**src/sms_pkg.sv**
```systemverilog
// constants and types of the bus status register block
// Operation
// - slave bus address read-only in bits 7:1
// - master bus address read-only in bits 15:9
// - bit 24 set when loading ends, in loading mode only
// - bit 25 flags unexpected NACK, write-one clears
// - lost arbitration retried without software help
// - 16 losses abort and set bit 26
// - bit 27 flags misplaced START or STOP
// - bit 28 flags bad loader checksum
// - missing configuration-complete also sets bit 28
// - bit 29 flags load to unmapped register
// - ignore-checksum control suppresses checksum errors
`default_nettype none
package sms_pkg;
   // register byte addresses
   localparam int          REG_AW   = 12;
   localparam logic [11:0] STS_OFS  = 12'h424;
   localparam logic [11:0] CTRL_OFS = 12'h428;
   localparam logic [11:0] MASK_OFS = 12'h42c;
   // status field positions
   localparam int ADDR_W    = 7;
   localparam int SLV_LSB   = 1;
   localparam int MST_LSB   = 9;
   localparam int DONE_BIT  = 24;
   localparam int ERR_LSB   = 25;
   localparam int ERR_W     = 5;
   // error flag index within the error field
   localparam int E_NACK    = 0;
   localparam int E_ARB     = 1;
   localparam int E_MISP    = 2;
   localparam int E_CSUM    = 3;
   localparam int E_UNMAP   = 4;
   // control field position
   localparam int IGN_BIT   = 17;
   // reset values
   localparam logic [4:0] ERR_RST  = 5'h00;
   localparam logic [4:0] MASK_RST = 5'h00;
   localparam logic       IGN_RST  = 1'b0;
   localparam logic       DONE_RST = 1'b0;
   // consecutive lost arbitrations before abort
   localparam int ARB_TRIES = 16;
   // strap capture sequence after reset release
   typedef enum logic [1:0] {
      SMS_CAP_W0   = 2'b00,
      SMS_CAP_W1   = 2'b01,
      SMS_CAP_TAKE = 2'b11,
      SMS_CAP_DONE = 2'b10
   } sms_cap_e;
endpackage
`default_nettype wire

```
**src/sms_arb_retry.sv**
```systemverilog
// consecutive lost-arbitration counter with retry and abort
`timescale 1ns/1ps
`default_nettype none
module sms_arb_retry #(
   parameter int TRIES = sms_pkg::ARB_TRIES
) (
   // clock and reset
   input  wire logic clk,
   input  wire logic rst_b,
   // arbitration results from the bus engine
   input  wire logic lost,
   input  wire logic won,
   // requests back to the bus engine
   output logic      retry,
   output logic      abort
);
   localparam int CW = $clog2(TRIES + 1);

   // refuse counts the counter cannot serve
   if (TRIES < 2 || TRIES > 31) begin : g_bad_tries
      $error("sms_arb_retry: TRIES out of range");
   end

   typedef struct packed {
      logic [CW-1:0] cnt;
      logic          retry;
      logic          abort;
   } sms_arb_s;

   sms_arb_s st_ff;
   sms_arb_s nxt_st;

   // loss counting, retry or abort on the last loss
   always_comb begin
      nxt_st       = st_ff;
      nxt_st.retry = 1'b0;
      nxt_st.abort = 1'b0;
      if (won) begin
         nxt_st.cnt = '0;
      end else if (lost) begin
         if (st_ff.cnt == CW'(TRIES - 1)) begin
            nxt_st.abort = 1'b1;
            nxt_st.cnt   = '0;
         end else begin
            nxt_st.retry = 1'b1;
            nxt_st.cnt   = st_ff.cnt + CW'(1);
         end
      end
   end

   always_ff @(posedge clk) begin
      if (!rst_b) begin
         st_ff <= '0;
      end else begin
         st_ff <= nxt_st;
      end
   end

   assign retry = st_ff.retry;
   assign abort = st_ff.abort;
endmodule
`default_nettype wire

```
**src/sms_status_regs.sv**
```systemverilog
// status register bank of the management buses and loader
//
// The strobed register port was decided locally.
`timescale 1ns/1ps
`default_nettype none
module sms_status_regs (
   // clock and reset
   input  wire logic        clk,
   input  wire logic        rst_b,
   // register port
   input  wire logic [11:0] reg_addr,
   input  wire logic [31:0] reg_wdata,
   input  wire logic        reg_wr,
   input  wire logic        reg_rd,
   output logic      [31:0] reg_rdata,
   // hardware-init straps
   input  wire logic [6:0]  slave_addr_pin,
   input  wire logic [6:0]  master_addr_pin,
   input  wire logic        eeprom_mode_pin,
   // master bus engine
   input  wire logic        nack_evt,
   input  wire logic        arb_lost_evt,
   input  wire logic        arb_won_evt,
   input  wire logic        misplaced_evt,
   output logic             arb_retry,
   output logic             arb_abort,
   // configuration loader
   input  wire logic        load_done_evt,
   input  wire logic        csum_bad_evt,
   input  wire logic        no_cfg_done_evt,
   input  wire logic        unmapped_evt,
   output logic             ignore_checksum_ctrl,
   // interrupt
   output logic             irq
);
   localparam int AW = sms_pkg::ADDR_W;
   localparam int SW = 2 * AW + 1;
   localparam int EW = sms_pkg::ERR_W;

   // whole state of the bank apart from the arbitration counter in u_arb
   typedef struct packed {
      logic [SW-1:0]     sync1;
      logic [SW-1:0]     sync2;
      sms_pkg::sms_cap_e cap;
      logic [AW-1:0]     slv_addr;
      logic [AW-1:0]     mst_addr;
      logic              load_mode;
      logic              done;
      logic [EW-1:0]     err;
      logic [EW-1:0]     mask;
      logic              ign;
      logic [31:0]       rdata;
      logic              irq;
   } sms_st_s;

   localparam sms_st_s ST_RST = '{
      sync1:     '0,
      sync2:     '0,
      cap:       sms_pkg::SMS_CAP_W0,
      slv_addr:  '0,
      mst_addr:  '0,
      load_mode: 1'b0,
      done:      sms_pkg::DONE_RST,
      err:       sms_pkg::ERR_RST,
      mask:      sms_pkg::MASK_RST,
      ign:       sms_pkg::IGN_RST,
      rdata:     32'h0000_0000,
      irq:       1'b0
   };

   sms_st_s st_ff;
   sms_st_s nxt_st;

   logic          wr_sts;
   logic          wr_ctrl;
   logic          wr_mask;
   logic [EW-1:0] clr_v;
   logic [EW-1:0] set_v;
   logic          csum_set;
   logic          load_end;
   logic [31:0]   sts_word;
   logic [31:0]   ctrl_word;
   logic [31:0]   mask_word;
   logic          abort_w;
   logic          retry_w;

   // arbitration retry and abort counter
   sms_arb_retry #(
      .TRIES (sms_pkg::ARB_TRIES)
   ) u_arb (
      .clk   (clk),
      .rst_b (rst_b),
      .lost  (arb_lost_evt),
      .won   (arb_won_evt),
      .retry (retry_w),
      .abort (abort_w)
   );

   // write decode
   assign wr_sts  = reg_wr && reg_addr == sms_pkg::STS_OFS;
   assign wr_ctrl = reg_wr && reg_addr == sms_pkg::CTRL_OFS;
   assign wr_mask = reg_wr && reg_addr == sms_pkg::MASK_OFS;
   assign clr_v   = wr_sts ? reg_wdata[sms_pkg::ERR_LSB +: EW] : '0;

   // checksum error unless ignored; missing terminator always counts
   assign csum_set = (csum_bad_evt && !st_ff.ign) || no_cfg_done_evt;

   // hardware event vector in error field order
   always_comb begin
      set_v                   = '0;
      set_v[sms_pkg::E_NACK]  = nack_evt;
      set_v[sms_pkg::E_ARB]   = abort_w;
      set_v[sms_pkg::E_MISP]  = misplaced_evt;
      set_v[sms_pkg::E_CSUM]  = csum_set;
      set_v[sms_pkg::E_UNMAP] = unmapped_evt;
   end

   // loading ends on completion or on any loader error except a bad checksum while ignored
   assign load_end = load_done_evt || csum_set || unmapped_evt;

   // status word; reserved bits stay zero
   always_comb begin
      sts_word = 32'h0000_0000;
      sts_word[sms_pkg::SLV_LSB +: AW] = st_ff.slv_addr;
      sts_word[sms_pkg::MST_LSB +: AW] = st_ff.mst_addr;
      sts_word[sms_pkg::DONE_BIT]      = st_ff.done;
      sts_word[sms_pkg::ERR_LSB +: EW] = st_ff.err;
   end

   // control and mask words
   always_comb begin
      ctrl_word = 32'h0000_0000;
      ctrl_word[sms_pkg::IGN_BIT] = st_ff.ign;
      mask_word = 32'h0000_0000;
      mask_word[sms_pkg::ERR_LSB +: EW] = st_ff.mask;
   end

   // next state
   always_comb begin
      nxt_st       = st_ff;
      nxt_st.sync1 = {eeprom_mode_pin, master_addr_pin, slave_addr_pin};
      nxt_st.sync2 = st_ff.sync1;
      // straps settle through the synchroniser, then are held
      case (st_ff.cap)
         sms_pkg::SMS_CAP_W0: begin
            nxt_st.cap = sms_pkg::SMS_CAP_W1;
         end
         sms_pkg::SMS_CAP_W1: begin
            nxt_st.cap = sms_pkg::SMS_CAP_TAKE;
         end
         sms_pkg::SMS_CAP_TAKE: begin
            nxt_st.slv_addr  = st_ff.sync2[AW-1:0];
            nxt_st.mst_addr  = st_ff.sync2[2*AW-1:AW];
            nxt_st.load_mode = st_ff.sync2[SW-1];
            nxt_st.cap       = sms_pkg::SMS_CAP_DONE;
         end
         sms_pkg::SMS_CAP_DONE: begin
            nxt_st.cap = sms_pkg::SMS_CAP_DONE;
         end
         default: begin
            nxt_st.cap = sms_pkg::SMS_CAP_W0;
         end
      endcase
      // loader complete, only in loading mode, held until reset
      if (st_ff.load_mode && load_end) begin
         nxt_st.done = 1'b1;
      end
      // sticky errors: a set in the clearing cycle wins
      nxt_st.err = (st_ff.err & ~clr_v) | set_v;
      if (wr_ctrl) begin
         nxt_st.ign = reg_wdata[sms_pkg::IGN_BIT];
      end
      if (wr_mask) begin
         nxt_st.mask = reg_wdata[sms_pkg::ERR_LSB +: EW];
      end
      // read data for the cycle after the strobe only
      nxt_st.rdata = 32'h0000_0000;
      if (reg_rd) begin
         case (reg_addr)
            sms_pkg::STS_OFS:  nxt_st.rdata = sts_word;
            sms_pkg::CTRL_OFS: nxt_st.rdata = ctrl_word;
            sms_pkg::MASK_OFS: nxt_st.rdata = mask_word;
            default:           nxt_st.rdata = 32'h0000_0000;
         endcase
      end
      nxt_st.irq = |(nxt_st.err & nxt_st.mask);
   end

   // state register
   always_ff @(posedge clk) begin
      if (!rst_b) begin
         st_ff <= ST_RST;
      end else begin
         st_ff <= nxt_st;
      end
   end

   // outputs straight from flops
   assign reg_rdata            = st_ff.rdata;
   assign irq                  = st_ff.irq;
   assign ignore_checksum_ctrl = st_ff.ign;
   assign arb_retry            = retry_w;
   assign arb_abort            = abort_w;
endmodule
`default_nettype wire

```
**config.mk**
```make
export PLATFORM = sky130hd
export DESIGN_NAME = sms_status_regs
export DESIGN_NICKNAME = d
export VERILOG_FILES = /design/src/sms_pkg.sv /design/src/sms_arb_retry.sv /design/src/sms_status_regs.sv
export SDC_FILE = /design/constraint.sdc
export NUM_CORES = 1
export LEC_CHECK = 0
export BUFFER_PORTS_ARGS = -buffer_cell sky130_fd_sc_hd__clkbuf_2
export CORE_MARGIN = 2
export CORE_UTILIZATION = 44
export DETAILED_ROUTE_END_ITERATION = 6
export GPL_TIMING_DRIVEN = 0
export HOLD_SLACK_MARGIN = 0.05
export PLACE_DENSITY_LB_ADDON = 0.25
export SETUP_SLACK_MARGIN = 0.02
export SYNTH_ARGS = -nofsm -noshare
export SYNTH_HDL_FRONTEND = slang
export SYNTH_SLANG_ARGS = --single-unit
export TNS_END_PERCENT = 100
```
**constraint.sdc**
```tcl
create_clock -name clk -period 1.6 [get_ports clk]
set_clock_uncertainty 0.15 [all_clocks]
set_input_delay 0.08 -clock clk [delete_from_list [all_inputs] [get_ports clk]]
set_output_delay 0.08 -clock clk [all_outputs]
set_load 0.01 [all_outputs]
```
==> qor.txt <==
Status: finished, final reports clean
Initial DRT Pass Iterations: 4
Worst-skew pair later-pin latency: 0.34 ns
# DRC: 0
Vias: 2322
Met1 wire length: 2.662 mm
Cell with the largest stage delay on the worst path: nor4_4
Die ar.: 0.007835 mm2
DR WL/cell: 10.72 um
Routed wl met2: 2.842 mm
Worst path cell trace: clkbuf_2, nor4_4, nand4_4, mux2i_2, o22ai_1, o41a_1
Initial drt markers: 63
Setup slack after layout: 0.08141 ns
Setup TNS: 0 ns
Crit-path max cell delay: 0.40 ns
Final worst-path cycle share: 94.91%
Syn_area_per_cell: 10.04 um2
Flops & latches, synth: 88
Vias in the first global route: 2230
Most frequent cells in the layout: dfxtp_1, clkbuf_2, and2_1
Fin crit period: 1.519 ns
YS warnings: 0
RSZ-0062 raised after global routing: yes
PnR Total Power: 0.003934 W
Post-DP HPWL: 4.014 mm
Die H: 88.52 um
Final setup fails: 0
EDFF count, synth: 0
CTS tree: yes
Worst VDD drop: 0.0004811 V
F_max: 0.6585 GHz
Met3 wire length: 202 um
Initial antenna violation count: 0
DRT Wirelength: 5.823 mm
Num CTS Buffers: 9
CP Max Fanout: 5
Fillers: 607
Pin count of the biggest net entering global routing: 15
P per Cell Area: 928.1 mW/mm2
Largest area contributor in the netlist: dfxtp_1
Synth unique cells: 32
R2R setup slack: 0.20 ns
Top FF cell, synth: dfxtp_1
Largest cells by area after synthesis: dfxtp_1, and2_1, buf_4
Clk slew on worst S/H paths: 0.08 ns
Syn Inst Count: 313
Commonest non-fill, non-tap cell in the layout: dfxtp_1
Kind of critical path: in2reg
Sink Count: 88
# rows: 30
CP top delay family: simple AND/OR/NAND/NOR gates
Placer Congestion: 0.8156
WP data required: 1.68 ns
CTS root buffer: clkbuf_8
Core Area: 0.006869 mm2
GR Overflow Total: 0
Setup crit end kind: flip-flop
Startpoint Class: input pin
Worst Hold Class: in2reg
Fraction of registers with async set or reset after synthesis: 0%
Sequential area share after synthesis: 56.05%
Fin. Hold Viols: 0
I/O pins: 107
Layout cells sized above 1: 29.75%
Port bufs: 69
Multi-input gate area: 0.001139 mm2
Synth Cell Area: 0.003143 mm2
Highest metal used: met4
First-pass GRT wire length: 9.632 mm
Final ANT Viol Nets: 0
Yosys top cell area share: 56.05%
Final Max Tran Viols: 0
Critical Path AT: 1.60 ns
P_leak: 1.923 nW
Area of placed instances: 0.003654 mm2
Pre-CTS setup slack: -0.3315 ns
Starting Density: 45.76%
Critical path buffers and inverters: 1
Tot GR Track Use: 15.98%
Ant. Diodes: 0
Final core utilization: 61.71%
H-tree depth: 3
Area growth from synthesis to layout: 34.87%
Nets: 514
Reg area: 0.001762 mm2
# Max-Cap Violations: 0
Overall die width: 88.52 um
Vias/cell: 4.276
Clock buffer depth: 2
Final instance area: 0.004239 mm2
==> worst register-to-register path, delay by kind of cell, from the launching register on <==
| kind | cells | cell delay [ns] |
|---|---|---|
| compound gates | 1 | 0.17 |
| buf+inv | 1 | 0.58 |
| flops | 1 | 0.33 |
| simple gates | 1 | 0.04 |
==> path summary, 6_finish.rpt <==
check,start,to,cells after the start
worst max-delay path,reg_addr[7],irq$_SDFF_PN0_,6
worst min-delay path,reg_addr[4],st_ff[43]$_SDFF_PN0_,5
worst max register to register,st_ff[40]$_SDFF_PN0_,st_ff[40]$_SDFF_PN0_,3
worst min register to register,st_ff[67]$_SDFF_PN0_,st_ff[58]$_SDFFE_PN0N_,2
==> where the power goes <==
group / switching (W) / internal [W]
Clock: 0.000731 / 0.000650
Sequential: 0.0000187 / 0.00224
Combinational: 0.000130 / 0.000163
Total: 0.000879 / 0.00306
==> state kept, by name, summed over array words and instances (netlist names) <==
register,cells
u_arb.abort,1
u_arb.retry,1
u_arb.st_ff,5
reg_rdata,21
st_ff,38
ignore_checksum_ctrl,1
nxt_st,15
mask_word,5
irq,1
==> Yosys cell counts, drive strengths merged (2+ instances only) <==
library cell / instances
a21oi: 22
a311oi: 5
and2: 46
and3: 3
and4b: 3
buf: 32
clkbuf: 11
dfxtp: 88
inv: 5
mux2i: 11
nand2: 37
nand2b: 2
nand4: 5
nand4b: 2
nor2: 26
nor4: 2
xor2: 2
==> kinds of logic after synthesis <==
logic type / synth area share (%)
AO/OA/AOI/OAI: 5.693
XOR/XNOR: 0.5574
adder cells (fa/ha/maj): 0.3980
buffers and inverters: 9.594
flip-flops: 56.05
multiplexers: 3.862
other: 0.1193
AND/OR/NAND/NOR: 23.73
==> what timing repair did <==
action                                  in CTS  in global routing
buffers inserted                             0                  3
gates resized for setup                      0                 10
hold endpoints to repair                    42                  2
endpoints found under the setup margin       0                 20
hold buffers                                35                  2
==> metal layers <==
metal,track usage (%),vias to the layer above
met3,2.892,10
met5,0,-
met1,19.60,1014
li1,-,1241
met2,26.25,57
met4,9.504,0
==> final cells by class <==
type	count	area share, %
Inverter	5	0.4427
Buffer	43	6.789
Multi-Input combinational cell	187	26.86
Clock buffer	12	3.660
Tap cell	96	2.834
Sequential cell	88	41.56
Timing Repair Buffer	108	17.18
Clock inverter	4	0.6789
==> per-stage QoR <==
step | hold slack (ns) | std cells
6_report | 0.04544 | 543
4_1_cts | -0.009641 | 539
5_1_grt | 0.04557 | 543
3_5_place_dp | 0.1398 | 488
2_1_floorplan | 0.04059 | 323
3_3_place_gp | 0.1376 | 488
Note: power is estimated with default switching activity, not from simulation.
